[src/csc_pkg.sv]
// Summary of operation
// - medium speed crystal setting covers 100 kHz to 4 MHz crystals and resonators.
// - high speed crystal setting covers 4 MHz to 18 MHz crystals and resonators.
// - clock output only when no clock, rtc or watchdog uses the crystal.
// - clock output drives its pin only while clock_out_pin_enable is set.
// - clock output toggles at half the cpu clock; software may disable it.
// - six-bit rc trim register loads a factory value at reset.
// - software may rewrite the trim at any time; the rc oscillator follows it.
// - doubler bit set makes the rc path deliver twice the base frequency.
// - reset clears the low power access select; software sets it at slow clocks.
// - external clock mode takes the crystal input pin from 0 Hz to 18 MHz.
// - in external clock mode the crystal output pin is port or clock output.
// - watchdog oscillator is a separate 400 kHz source for low power use.
// - source switches between watchdog, rc and external while code runs; here the cpu clock is held until the new source's wake ends.
// - clock_switch_done clears when a switch starts, sets when it completes.
// - crystal sources wait 1024 oscillator cycles plus 60 to 100 us.
// - rc source waits 200 to 300 us before the cpu clock runs.
// - watchdog or external source waits 32 oscillator cycles.
// - programmable divider derives cpu clock with ratios up to 510.
// - divider may change at any time without stopping execution.
// - cpu clock is limited to 18 MHz.
// - low speed crystal setting covers 20 kHz to 100 kHz.
// - at reset source select loads from user config byte1, doubler from byte2.
// - peripheral clock runs at half the cpu clock.
package csc_pkg;
  // ==========================================
  // register map (byte addresses)
  localparam logic [7:0] ADDR_CLK_CTRL  = 8'h00;
  localparam logic [7:0] ADDR_TRIM      = 8'h04;
  localparam logic [7:0] ADDR_DIV_RATIO = 8'h08;
  localparam logic [7:0] ADDR_AUX1      = 8'h0C;
  localparam logic [7:0] ADDR_ROUTE     = 8'h10;
  // ==========================================
  // field positions
  localparam int CTRL_DONE_BIT    = 7;
  localparam int CTRL_DBL_BIT     = 3;
  localparam int TRIM_COUT_EN_BIT = 6;
  localparam int AUX1_LP_BIT      = 7;
  localparam int CFG2_DBL_BIT     = 7;
  // ==========================================
  // reset values
  localparam logic [5:0] TRIM_FACTORY_RST = 6'h20;
  localparam logic [7:0] DIV_RATIO_RST    = 8'h00;
  // ==========================================
  // source select encodings
  localparam logic [2:0] SRC_XTAL_HI  = 3'h0;
  localparam logic [2:0] SRC_XTAL_MED = 3'h1;
  localparam logic [2:0] SRC_XTAL_LO  = 3'h2;
  localparam logic [2:0] SRC_RC       = 3'h3;
  localparam logic [2:0] SRC_WDOG     = 3'h4;
  localparam logic [2:0] SRC_EXT      = 3'h7;
  // ==========================================
  // wake-up timing
  localparam int CLK_HZ           = 10_000_000;
  localparam int XTAL_OSC_CYC     = 1024;
  localparam int XTAL_EXTRA_MIN_US = 60;
  localparam int RC_WAKE_MIN_US   = 200;
  localparam int WDEXT_OSC_CYC    = 32;
  localparam int XTAL_EXTRA_CYC   = (XTAL_EXTRA_MIN_US * (CLK_HZ / 1_000_000));
  localparam int RC_WAKE_CYC      = (RC_WAKE_MIN_US * (CLK_HZ / 1_000_000));
  localparam int WAKE_W           = 12;
  typedef enum logic [2:0] {
    SW_IDLE = 3'b001,
    SW_OSC  = 3'b010,
    SW_TIME = 3'b100
  } csc_sw_state_t;
endpackage : csc_pkg

[src/csc_edge_sync.sv]
`timescale 1ns/1ns
module csc_edge_sync (
  input  wire logic clk_sys,
  input  wire logic reset_n,
  input  wire logic pin_in,
  output logic      rise
);
  logic s1_q;
  logic s2_q;
  logic s3_q;
  logic [2:0] arm_q;
  // ==========================================
  // two-stage synchroniser, edge seen after stage two
  always_ff @(posedge clk_sys or negedge reset_n) begin
    if (!reset_n) begin
      s1_q <= 1'b0;
      s2_q <= 1'b0;
      s3_q <= 1'b0;
      arm_q <= 3'h0;
    end else begin
      s1_q <= pin_in;
      s2_q <= s1_q;
      s3_q <= s2_q;
      arm_q <= {arm_q[1:0], 1'b1};
    end
  end
  // no edge until stage three holds a real sample: a pin high at reset is no tick
  assign rise = s2_q & ~s3_q & arm_q[2];
endmodule : csc_edge_sync

[src/csc_divider.sv]
`timescale 1ns/1ns
module csc_divider #(
  parameter int W = 8
) (
  input  wire logic         clk_sys,
  input  wire logic         reset_n,
  input  wire logic         tick_in,
  input  wire logic [W-1:0] ratio,
  output logic              tick_out
);
  logic [W-1:0] cnt_q;
  logic         half_q;
  // ==========================================
  // zero passes through, n gives one pulse per 2n input ticks
  always_ff @(posedge clk_sys or negedge reset_n) begin
    if (!reset_n) begin
      cnt_q  <= '0;
      half_q <= 1'b0;
    end else if (tick_in && ratio != '0) begin
      // a new ratio only shortens or lengthens the current count
      if (cnt_q >= ratio - W'(1)) begin
        cnt_q  <= '0;
        half_q <= ~half_q;
      end else begin
        cnt_q <= cnt_q + W'(1);
      end
    end
  end
  assign tick_out = tick_in & ((ratio == '0) |
                    (half_q & (cnt_q >= ratio - W'(1))));
endmodule : csc_divider

[src/csc_clock_ctrl.sv]
`timescale 1ns/1ns
module csc_clock_ctrl #(
  parameter int DIV_W = 8
) (
  input  wire logic        clk_sys,
  input  wire logic        reset_n,
  input  wire logic [31:0] haddr,
  input  wire logic [1:0]  htrans,
  input  wire logic        hwrite,
  input  wire logic [2:0]  hsize,
  input  wire logic        hsel,
  input  wire logic        hready,
  input  wire logic [31:0] hwdata,
  output logic      [31:0] hrdata,
  output logic             hreadyout,
  output logic             hresp,
  input  wire logic [7:0]  user_config_byte1,
  input  wire logic [7:0]  user_config_byte2,
  input  wire logic        crystal_in_pin,
  input  wire logic        rc_osc_tick,
  input  wire logic        wdog_osc_tick,
  input  wire logic        xtal_osc_tick,
  output logic             cpu_clock_en,
  output logic             periph_clock_en,
  output logic             clock_out_pin,
  output logic             crystal_out_oe,
  output logic [5:0]       rc_trim,
  output logic             rc_doubler_bit,
  output logic             low_power_access_sel,
  output logic [2:0]       osc_source_sel
);
  import csc_pkg::*;

  // ==========================================
  // state
  logic [2:0]       src_q;
  logic [2:0]       src_next_q;
  logic             dbl_q;
  logic             done_q;
  logic [5:0]       trim_q;
  logic             clock_out_pin_enable_q;
  logic [DIV_W-1:0] div_ratio_q;
  logic             lp_q;
  logic             rtc_xtal_q;
  logic             wdt_xtal_q;
  logic             cfg_loaded_q;
  csc_sw_state_t    sw_q;
  logic [WAKE_W-1:0] wake_q;
  logic             hold_q;
  logic             cpu_en_q;
  logic             pclk_en_q;
  logic             cout_q;
  logic             cout_oe_q;
  logic             pclk_ph_q;

  // ==========================================
  // ahb-lite slave, zero wait states
  logic        wr_pend_q;
  logic        rd_pend_q;
  logic [7:0]  addr_q;
  logic        take;
  logic [31:0] rdata_d;
  logic [31:0] rdata_q;

  assign take = hsel & hready & htrans[1];

  always_ff @(posedge clk_sys or negedge reset_n) begin
    if (!reset_n) begin
      wr_pend_q <= 1'b0;
      rd_pend_q <= 1'b0;
      addr_q    <= 8'h00;
    end else begin
      wr_pend_q <= take & hwrite;
      rd_pend_q <= take & ~hwrite;
      if (take) begin
        addr_q <= haddr[7:0];
      end
    end
  end

  always_comb begin
    rdata_d = 32'h0000_0000;
    case (haddr[7:0])
      ADDR_CLK_CTRL:  rdata_d = {24'h00_0000, done_q, 3'b000, dbl_q, src_q};
      ADDR_TRIM:      rdata_d = {24'h00_0000, 1'b0, clock_out_pin_enable_q, trim_q};
      ADDR_DIV_RATIO: rdata_d = {{(32-DIV_W){1'b0}}, div_ratio_q};
      ADDR_AUX1:      rdata_d = {24'h00_0000, lp_q, 7'h00};
      ADDR_ROUTE:     rdata_d = {30'h0000_0000, wdt_xtal_q, rtc_xtal_q};
      default:        rdata_d = 32'h0000_0000;
    endcase
  end

  always_ff @(posedge clk_sys or negedge reset_n) begin
    if (!reset_n) begin
      rdata_q <= 32'h0000_0000;
    end else if (take && !hwrite) begin
      rdata_q <= rdata_d;
    end
  end

  assign hrdata    = rdata_q;
  assign hreadyout = 1'b1;
  assign hresp     = 1'b0;

  logic wr_ctrl;
  logic wr_trim;
  logic wr_div;
  logic wr_aux1;
  logic wr_route;
  // writes to clock control are dropped while a switch is pending
  assign wr_ctrl   = wr_pend_q & (addr_q == ADDR_CLK_CTRL) & done_q;
  assign wr_trim   = wr_pend_q & (addr_q == ADDR_TRIM);
  assign wr_div    = wr_pend_q & (addr_q == ADDR_DIV_RATIO);
  assign wr_aux1   = wr_pend_q & (addr_q == ADDR_AUX1);
  assign wr_route  = wr_pend_q & (addr_q == ADDR_ROUTE);

  // ==========================================
  // configuration capture after reset release
  always_ff @(posedge clk_sys or negedge reset_n) begin
    if (!reset_n) begin
      cfg_loaded_q <= 1'b0;
    end else begin
      cfg_loaded_q <= 1'b1;
    end
  end

  // ==========================================
  // clock control register and switch sequencer
  logic start_sw;
  logic osc_tick;
  logic is_xtal;
  logic ext_rise;

  csc_edge_sync u_ext_sync (
    .clk_sys (clk_sys),
    .reset_n (reset_n),
    .pin_in  (crystal_in_pin),
    .rise    (ext_rise)
  );

  // pick the tick of the active source, the pin edge in external mode
  always_comb begin
    case (src_q)
      SRC_RC:   osc_tick = rc_osc_tick;
      SRC_WDOG: osc_tick = wdog_osc_tick;
      SRC_EXT:  osc_tick = ext_rise;
      default:  osc_tick = xtal_osc_tick;
    endcase
  end

  // unused codes run from the crystal tick, so they count as crystal here too
  assign is_xtal  = (src_q != SRC_RC) & (src_q != SRC_WDOG) & (src_q != SRC_EXT);
  assign start_sw = wr_ctrl & (hwdata[2:0] != src_q);

  always_ff @(posedge clk_sys or negedge reset_n) begin
    if (!reset_n) begin
      src_q      <= SRC_RC;
      src_next_q <= SRC_RC;
      dbl_q      <= 1'b0;
    end else if (!cfg_loaded_q) begin
      src_q      <= user_config_byte1[2:0];
      src_next_q <= user_config_byte1[2:0];
      dbl_q      <= user_config_byte2[CFG2_DBL_BIT];
    end else begin
      if (wr_ctrl) begin
        dbl_q      <= hwdata[CTRL_DBL_BIT];
        src_next_q <= hwdata[2:0];
      end
      if (sw_q == SW_OSC) begin
        src_q <= src_next_q;
      end
    end
  end

  always_ff @(posedge clk_sys or negedge reset_n) begin
    if (!reset_n) begin
      sw_q   <= SW_IDLE;
      wake_q <= '0;
      done_q <= 1'b0;
      hold_q <= 1'b1;
    end else if (!cfg_loaded_q) begin
      sw_q   <= SW_OSC;
      done_q <= 1'b0;
    end else begin
      case (sw_q)
        SW_IDLE: begin
          if (start_sw) begin
            sw_q   <= SW_OSC;
            done_q <= 1'b0;
          end
        end
        SW_OSC: begin
          sw_q   <= SW_TIME;
          hold_q <= 1'b1;
          wake_q <= '0;
        end
        SW_TIME: begin
          // crystal: oscillator cycles then a timed tail; rc: timed only
          if (src_q == SRC_RC) begin
            wake_q <= wake_q + WAKE_W'(1);
            if (wake_q >= WAKE_W'(RC_WAKE_CYC - 1)) begin
              sw_q   <= SW_IDLE;
              done_q <= 1'b1;
              hold_q <= 1'b0;
            end
          end else if (is_xtal) begin
            if (wake_q < WAKE_W'(XTAL_OSC_CYC)) begin
              if (osc_tick) begin
                wake_q <= wake_q + WAKE_W'(1);
              end
            end else if (wake_q >= WAKE_W'(XTAL_OSC_CYC + XTAL_EXTRA_CYC - 1)) begin
              sw_q   <= SW_IDLE;
              done_q <= 1'b1;
              hold_q <= 1'b0;
            end else begin
              wake_q <= wake_q + WAKE_W'(1);
            end
          end else if (osc_tick) begin
            wake_q <= wake_q + WAKE_W'(1);
            if (wake_q >= WAKE_W'(WDEXT_OSC_CYC - 1)) begin
              sw_q   <= SW_IDLE;
              done_q <= 1'b1;
              hold_q <= 1'b0;
            end
          end
        end
        default: sw_q <= SW_IDLE;
      endcase
    end
  end

  // ==========================================
  // trim, clock output enable, low power select, source routing
  always_ff @(posedge clk_sys or negedge reset_n) begin
    if (!reset_n) begin
      trim_q          <= TRIM_FACTORY_RST;
      clock_out_pin_enable_q <= 1'b0;
    end else if (wr_trim) begin
      trim_q          <= hwdata[5:0];
      clock_out_pin_enable_q <= hwdata[TRIM_COUT_EN_BIT];
    end
  end

  always_ff @(posedge clk_sys or negedge reset_n) begin
    if (!reset_n) begin
      lp_q <= 1'b0;
    end else if (wr_aux1) begin
      lp_q <= hwdata[AUX1_LP_BIT];
    end
  end

  always_ff @(posedge clk_sys or negedge reset_n) begin
    if (!reset_n) begin
      rtc_xtal_q <= 1'b0;
      wdt_xtal_q <= 1'b0;
    end else if (wr_route) begin
      rtc_xtal_q <= hwdata[0];
      wdt_xtal_q <= hwdata[1];
    end
  end

  always_ff @(posedge clk_sys or negedge reset_n) begin
    if (!reset_n) begin
      div_ratio_q <= DIV_W'(DIV_RATIO_RST);
    end else if (wr_div) begin
      div_ratio_q <= hwdata[DIV_W-1:0];
    end
  end

  // ==========================================
  // cpu clock enable from the divider
  logic div_tick;
  csc_divider #(
    .W (DIV_W)
  ) u_div (
    .clk_sys  (clk_sys),
    .reset_n  (reset_n),
    .tick_in  (osc_tick & ~hold_q),
    .ratio    (div_ratio_q),
    .tick_out (div_tick)
  );

  // the cpu never outruns the 10 MHz system clock, well below 18 MHz
  always_ff @(posedge clk_sys or negedge reset_n) begin
    if (!reset_n) begin
      cpu_en_q  <= 1'b0;
      pclk_en_q <= 1'b0;
      pclk_ph_q <= 1'b0;
    end else begin
      cpu_en_q  <= div_tick;
      pclk_en_q <= div_tick & pclk_ph_q;
      if (div_tick) begin
        pclk_ph_q <= ~pclk_ph_q;
      end
    end
  end

  // ==========================================
  // clock output on the shared crystal output pin
  logic cout_allowed;
  assign cout_allowed = ~is_xtal & ~rtc_xtal_q & ~wdt_xtal_q;

  always_ff @(posedge clk_sys or negedge reset_n) begin
    if (!reset_n) begin
      cout_q    <= 1'b0;
      cout_oe_q <= 1'b0;
    end else begin
      cout_oe_q <= clock_out_pin_enable_q & cout_allowed;
      if (!(clock_out_pin_enable_q && cout_allowed)) begin
        cout_q <= 1'b0;
      end else if (div_tick) begin
        cout_q <= ~cout_q;
      end
    end
  end

  assign cpu_clock_en         = cpu_en_q;
  assign periph_clock_en      = pclk_en_q;
  assign clock_out_pin        = cout_q;
  assign crystal_out_oe       = cout_oe_q;
  assign rc_trim              = trim_q;
  assign rc_doubler_bit       = dbl_q;
  assign low_power_access_sel = lp_q;
  assign osc_source_sel       = src_q;

  // ==========================================
  // checks
  reset_lp_clear_a: assert property (@(posedge clk_sys)
    $rose(reset_n) |-> !low_power_access_sel)
    else $error("low power select not clear after reset");
  clock_out_pin_gate_a: assert property (@(posedge clk_sys) disable iff (!reset_n)
    crystal_out_oe |-> $past(clock_out_pin_enable_q))
    else $error("clock output driven while disabled");
  clock_out_pin_xtal_a: assert property (@(posedge clk_sys) disable iff (!reset_n)
    crystal_out_oe |-> $past(cout_allowed))
    else $error("clock output while crystal in use");
  clock_out_pin_toggle_a: assert property (@(posedge clk_sys) disable iff (!reset_n)
    (crystal_out_oe && $past(crystal_out_oe) && $changed(clock_out_pin)) |-> $past(div_tick))
    else $error("clock output toggled without cpu tick");
  switch_start_a: assert property (@(posedge clk_sys) disable iff (!reset_n)
    (sw_q == SW_IDLE && start_sw) |=> !done_q)
    else $error("switch flag not cleared on start");
  write_block_a: assert property (@(posedge clk_sys) disable iff (!reset_n)
    (wr_pend_q && addr_q == ADDR_CLK_CTRL && !done_q) |=> $stable(src_next_q))
    else $error("clock control written while switching");
  trim_write_a: assert property (@(posedge clk_sys) disable iff (!reset_n)
    wr_trim |=> rc_trim == $past(hwdata[5:0]))
    else $error("trim write not taken");
  wake_wd_a: assert property (@(posedge clk_sys) disable iff (!reset_n)
    ($rose(done_q) && !is_xtal && src_q != SRC_RC) |-> wake_q == WAKE_W'(WDEXT_OSC_CYC))
    else $error("watchdog or external wake ended early");
  div_pass_a: assert property (@(posedge clk_sys) disable iff (!reset_n)
    (div_ratio_q == '0 && osc_tick && !hold_q) |=> cpu_clock_en)
    else $error("zero divider did not pass clock");
  pclk_half_a: assert property (@(posedge clk_sys) disable iff (!reset_n)
    periph_clock_en |-> cpu_clock_en)
    else $error("peripheral tick without cpu tick");
endmodule : csc_clock_ctrl

[config.mk]
export PLATFORM = sky130hd
export DESIGN_NAME = csc_clock_ctrl
export DESIGN_NICKNAME = d
export VERILOG_FILES = /design/src/csc_pkg.sv /design/src/csc_edge_sync.sv /design/src/csc_divider.sv /design/src/csc_clock_ctrl.sv
export SDC_FILE = /design/constraint.sdc
export NUM_CORES = 1
export LEC_CHECK = 0
export BUFFER_PORTS_ARGS = -buffer_cell sky130_fd_sc_hd__buf_2
export CORE_MARGIN = 2
export CORE_UTILIZATION = 56
export CTS_CLUSTER_SIZE = 8
export DETAILED_ROUTE_END_ITERATION = 16
export PLACE_DENSITY = 0.89
export SETUP_SLACK_MARGIN = 0.2
export SLEW_MARGIN = 20
export SYNTH_ARGS = -nofsm -noshare
export SYNTH_HDL_FRONTEND = slang
export SYNTH_HIERARCHICAL = 1
export SYNTH_SLANG_ARGS = --single-unit
[constraint.sdc]
create_clock -name clk_sys -period 5.4 [get_ports clk_sys]
set_input_delay 1.08 -clock clk_sys [delete_from_list [all_inputs] [get_ports clk_sys]]
set_output_delay 1.08 -clock clk_sys [all_outputs]
set_load 0.02 [all_outputs]
# Word-level counts from Yosys, hierarchy flattened
# Index checks and enable logic that the tools add are counted.
dict set report classes {
  addsub 3
  n_mul 0
  div_mod_pow 0
  order_cmp 5
  n_eq_ne 34
  n_shift 0
  mux 45
  n_bitwise 30
  n_reduce_logical 14
}
# op count
set op_table {}
lappend op_table {{$mux W12} 5}
lappend op_table {{$pmux W8 S5} 1}
lappend op_table {{$mux W3} 13}
lappend op_table {{$eq A8 B4 Y1 const B} 4}
lappend op_table {{$ne A5 B5 Y1 const B} 5}
lappend op_table {{$ge A12 B11 Y1 const B} 2}
lappend op_table {{$logic_not A8 Y1} 3}
lappend op_table {{$pmux W12 S2} 1}
lappend op_table {{$and A1 B1 Y1} 21}
lappend op_table {{$mux W1} 20}
lappend op_table {{$ne A4 B4 Y1 const B} 5}
lappend op_table {{$eq A8 B3 Y1 const B} 2}
lappend op_table {{$eq A8 B5 Y1 const B} 2}
lappend op_table {{$reduce_and A7 Y1} 2}
lappend op_table {{$add A12 B1 Y12 const B} 1}
lappend op_table {{$ge A12 B5 Y1 const B} 1}
lappend op_table {{$lt A12 B11 Y1 const B} 1}
lappend op_table {{$ne A3 B3 Y1 const B} 4}
lappend op_table {{$eq A3 B3 Y1 const B} 3}
lappend op_table {{$pmux W3 S3} 1}
lappend op_table {{$add A8 B1 Y8 const B} 1}
lappend op_table {{$ge A8 B8 Y1} 1}
lappend op_table {{$mux W8} 1}
lappend op_table {{$not A1 Y1} 8}
lappend op_table {{18 further kinds} 23}
dict set report word_totals {
  reg_bits 104
  latchBits 0
  mem_bits_rw 0
  rom_bits 0
  inputBits 94
  out_inout_bits 49
  elab_cells 159
  mem_count 0
}

# Longest topological paths before layout
dict set report logic_depth {
  word_depth 9
  mapped_depth 12
  mapped_depth_nobuf 12
}

# Hierarchy
# The synthesis kept the hierarchy.
# mod n_inst cells_each area_per_inst_um2 seq_area_each_um2
set by_module_without_submodules {}
lappend by_module_without_submodules {csc_clock_ctrl 1 347 3599.7 1635.3}
lappend by_module_without_submodules {csc_divider 1 87 848.3 225.2}
lappend by_module_without_submodules {csc_edge_sync 1 8 162.7 150.1}

# Least setup slack after synthesis
# Ideal clock, no wire load.
dict set report synth_timing {
  path_type {reg-to-reg}
  startpoint {reg div_ratio_q[3]}
  endpoint {reg cout_q, in the netlist clock_out_pin}
  setup_ns 0.119
  arrival_time_ns 2.598
  t_required_ns 5.281
  path_slack_ns 2.683
  path_stages_with_launch 11
  n_path_buf 0
  synth_period_minus_slack_ns 2.717
  path_cell_list {dfrtp_1 nor4_4 nand2_1 xor2_1 ha_1 nand4_1 o31ai_2 nand2_1 a21oi_1 xor2_1 and2_1}
}
dict set report synth_via {
  elab_chain_cells 6
  word_cells_on_any_way 7
  cone_classes {add/sub (1); order compare (1); eq/ne (1); bitwise (3); reduce/logical (1)}
}
# element line_no
set synth_lines {}
lappend synth_lines {{start, declared} csc_clock_ctrl.sv:42} ;# logic [DIV_W-1:0] div_ratio_q;
lappend synth_lines {{start signal, assigned} csc_clock_ctrl.sv:264} ;# div_ratio_q <= DIV_W'(DIV_RATIO_RST);
lappend synth_lines {{start signal, assigned} csc_clock_ctrl.sv:266} ;# div_ratio_q <= hwdata[DIV_W-1:0];
lappend synth_lines {{$sub A8 B1 Y8} csc_divider.sv:30} ;# (half_q & (cnt_q >= ratio - W'(1))));
lappend synth_lines {{$ge A8 B8 Y1} csc_divider.sv:30}
lappend synth_lines {{$and A1 B1 Y1} csc_divider.sv:30}
lappend synth_lines {{$or A1 B1 Y1 *} csc_divider.sv:29} ;# assign tick_out = tick_in & ((ratio == '0) |
lappend synth_lines {{$and A1 B1 Y1 *} csc_divider.sv:29}
lappend synth_lines {{net div_tick} csc_clock_ctrl.sv:272} ;# logic div_tick;
lappend synth_lines {{$ne A2 B2 Y1 (no source line) *} -}
lappend synth_lines {{end signal, assigned} csc_clock_ctrl.sv:312} ;# cout_q <= ~cout_q;
lappend synth_lines {{end, declared} csc_clock_ctrl.sv:52} ;# logic cout_q;
# The timed path passes the listed nets; every way through them passes the cells marked *.
# A chain may end at the register's enable or synchronous reset.

# Worst setup path after layout
dict set report layout_timing {
  startpoint {reg div_ratio_q[5]}
  endpoint {reg cout_q, in the netlist clock_out_pin}
}
# Same word-level chain as after synthesis.

==> impl_metrics.json <==
{
  "status": "finished, final reports clean",
  "async_flop_share_pct": 100.0,
  "nFillCells": 651,
  "drv_slew": 0,
  "hold_viol_final": 0,
  "fin_crit_ns": 3.218,
  "finalWeightedCongestion": 0.8719,
  "num_vias": 3447,
  "dp_cells": 579,
  "syn_avg_cell_area_um2": 10.43,
  "synth.area.mux_share_pct": 9.172,
  "coreArea_mm2": 0.008093,
  "rsz0062_at_grt": "no",
  "reg2regPathDepth": 10,
  "r2r_slack_ns": 2.18,
  "fmax_mhz": 310.7,
  "rows": 33,
  "fin_skew_ns": 0.01211,
  "worstMarginPinSlew_ns": 0.9795,
  "hold_depth": 0,
  "yosys_warnings": 6,
  "synth_flop_cell": "dfrtp_1",
  "antenna_found_initial": 0,
  "mostFrequentLayoutCell": "dfrtp_1",
  "fin_nets": 591,
  "synth_edf_count": 0,
  "max_stage_delay_ns": 0.63,
  "power_leakage_nw": 2.340,
  "initial_core_util_pct": 56.97,
  "instances_no_fill": 595,
  "seq_power_share_pct": 50.6,
  "power_mw": 1.387,
  "cp.required_ns": 5.64,
  "cts-hold-fix-buffers": 0,
  "synth_compound_area_share_pct": 15.82,
  "p_int_uw": 945.3,
  "hold_ws_ns": 0.3564,
  "num_antenna_cells": 0,
  "critPathLaunchType": "flop",
  "dpl-instance-area_mm2": 0.004817,
  "track_usage_pct": 22.54,
  "clock-sinks": 80,
  "design_area_mm2": 0.005006,
  "crit_chain": "nor4_4 -> nand2_1 -> xor2_1 -> ha_1 -> nand4_1 -> o31ai_2 -> nand2_1 -> a21oi_1 -> xor2_1 -> and2_1",
  "dp_hpwl_um": 6999,
  "postCtsSetupBuffers": 0,
  "crit_start": "div_ratio_q[5]",
  "root_buffer": "clkbuf_8",
  "p_switching_uw": 441.9,
  "io_buffer_count": 52,
  "setup-tns-final_ns": 0,
  "numCtsBuffers": 9,
  "finalSetupViolations": 0,
  "worstHoldEndpoint": "u_ext_sync/arm_q[1]",
  "crit_family": "simple AND/OR/NAND/NOR gates",
  "yosys.area_share.simple_pct": 18.70,
  "hold_class": "flop to flop",
  "synth_cell_types": 75,
  "slowest_stage": "o31ai_2",
  "drtIter0Drc": 216,
  "p_clk_share_pct": 29.8,
  "power.density_mw_per_mm2": 277.1,
  "synth_top_family_by_area": "simple AND/OR/NAND/NOR gates",
  "avgRoutedWirePerCell_um": 16.13,
  "die_h_um": 94.74,
  "grt_pass1_wl_um": 15950,
  "totalWireLength_um": 9596,
  "finalCritPeriodShare_pct": 59.60,
  "dr.pass1.iters": 5,
  "syn_area_mm2": 0.004611,
  "r2r-end": "clock_out_pin",
  "final_cell_mix": "73 x dfrtp_1, 51 x buf_2, 34 x nand2_1",
  "power_frac_comb_pct": 19.6,
  "fp.dieW_um": 94.74,
  "path_clk_slew_ns": 0.09,
  "drc_errors": 0,
  "grt_max_degree": 81,
  "grt_pass1_vias": 3406,
  "overflow": 0,
  "htree_levels": 3,
  "pin_count": 143,
  "final_antenna_net_count": 0,
  "slew_headroom_pct": 34.70,
  "crit_arrival_ns": 3.46,
  "ys_seq_elements": 80,
  "cts_tree": "built",
  "crit_cells": 10,
  "cts.path.max_buffers": 2,
  "vdd.ir_drop.worst_uv": 153.3,
  "viasPerCell": 5.793,
  "drive_above_1_share_pct": 26.33,
  "synth_fa_ha_area_share_pct": 3.256,
  "cts_resized": 0,
  "syn_to_final_growth_pct": 8.575,
  "reg2reg_from": "div_ratio_q[5]",
  "syn_inst": 442,
  "drv_cap": 0,
  "synth_xor_xnor_area_share_pct": 2.280,
  "worstSetupEndpointType": "flop",
  "crit_buf_inv": 0,
  "die-area_mm2": 0.008975,
  "seq_area_frac_synth_pct": 43.61,
  "insertion_delay_ns": 0.35,
  "crit_fanout": 8,
  "p_sw_share_pct": 31.85,
  "path_class": "flop to flop",
  "holdCritStartpoint": "u_ext_sync/arm_q[0]"
}
==> sequential cells by signal, indices dropped and copies added (netlist names), 3 cells and up <==
register          count
sw_q                  3
wake_q               12
src_next_q            3
u_div/cnt_q           8
div_ratio_q           8
addr_q                8
hrdata                8
u_ext_sync/arm_q      3
osc_source_sel        3
rc_trim               6
==> metal layers <==
| metal | global-route usage [%] | part of all wire, % |
|---|---|---|
| met5 | 0 | 0 |
| met4 | 5.676 | 0.79 |
| met3 | 5.427 | 5.2 |
| met2 | 37.83 | 50 |
| met1 | 29.45 | 44 |
==> worst register-to-register path, stage by stage (launching register included) <==
cell and delay [ns]:
dfrtp_1 0.46, nor4_4 0.48, nand2_1 0.14, xor2_1 0.18, ha_1 0.33, nand4_1 0.16
o31ai_2 0.63, nand2_1 0.11, a21oi_1 0.35, xor2_1 0.11, and2_1 0.17
==> worst max path at each step <==
| stage | end |
|---|---|
| 2_1_floorplan | clock_out_pin |
| 3_3_place_gp | clock_out_pin |
| 3_5_place_dp | clock_out_pin |
| 4_1_cts | clock_out_pin |
| 5_1_grt | clock_out_pin |
| 6_report | clock_out_pin |
==> Yosys cell counts, types with 5 or more instances <==
library cell | number | area, um2
o31ai_1 | 15 | 112.6
nor3_1 | 7 | 35.03
buf_4 | 28 | 210.2
mux2i_1 | 13 | 130.1
mux2_2 | 26 | 292.8
clkbuf_1 | 10 | 37.54
or4_1 | 7 | 52.55
buf_2 | 6 | 30.03
nor2_1 | 23 | 86.33
inv_1 | 10 | 37.54
nand2b_1 | 8 | 50.05
and3_1 | 5 | 31.28
dfstp_2 | 7 | 183.9
o21ai_0 | 12 | 60.06
ha_1 | 12 | 150.1
dfrtp_1 | 73 | 1827
nand4_1 | 9 | 56.30
nand2_1 | 34 | 127.6
a21oi_1 | 24 | 120.1
nand3_1 | 15 | 75.07
xor2_1 | 8 | 70.07
==> metrics by stage <==
step | setup WS, ns | utilization (%)
floorplan | 2.683 | -
global placement | 2.349 | 59.52
detailed placement | 2.215 | 59.52
CTS | 2.197 | 61.86
global route | 1.941 | 61.86
finish | 2.182 | 61.86
==> kinds of logic after synthesis <==
logic type                 Yosys count
and+or+nand+nor                    147
AOI/OAI and AO/OA                   94
DFF                                 80
buffers and inverters               55
muxes                               39
adders and majority gates           12
xor gates and xnor gates            12
other                                3
==> final cells by class <==
cell class	count	area, um2	share of cell area [%]
Timing Repair Buffer	52	262.8	5.249
Inverter	10	37.54	0.7498
Clock buffer	10	137.6	2.749
Tap cell	105	131.4	2.624
Sequential cell	80	2011	40.17
Clock inverter	6	51.30	1.025
Multi-Input combinational cell	332	2375	47.44
==> power groups by stage <==
stage	registers, mW	clock network (mW)	logic, mW
finish	0.702	0.414	0.272
global route	0.711	0.449	0.302
CTS	0.701	0.427	0.272
detailed placement	0.713	0	0.270
global placement	0.707	0	0.256
floorplan	0.699	0	0.218
Power figures use the tool's default switching activity.
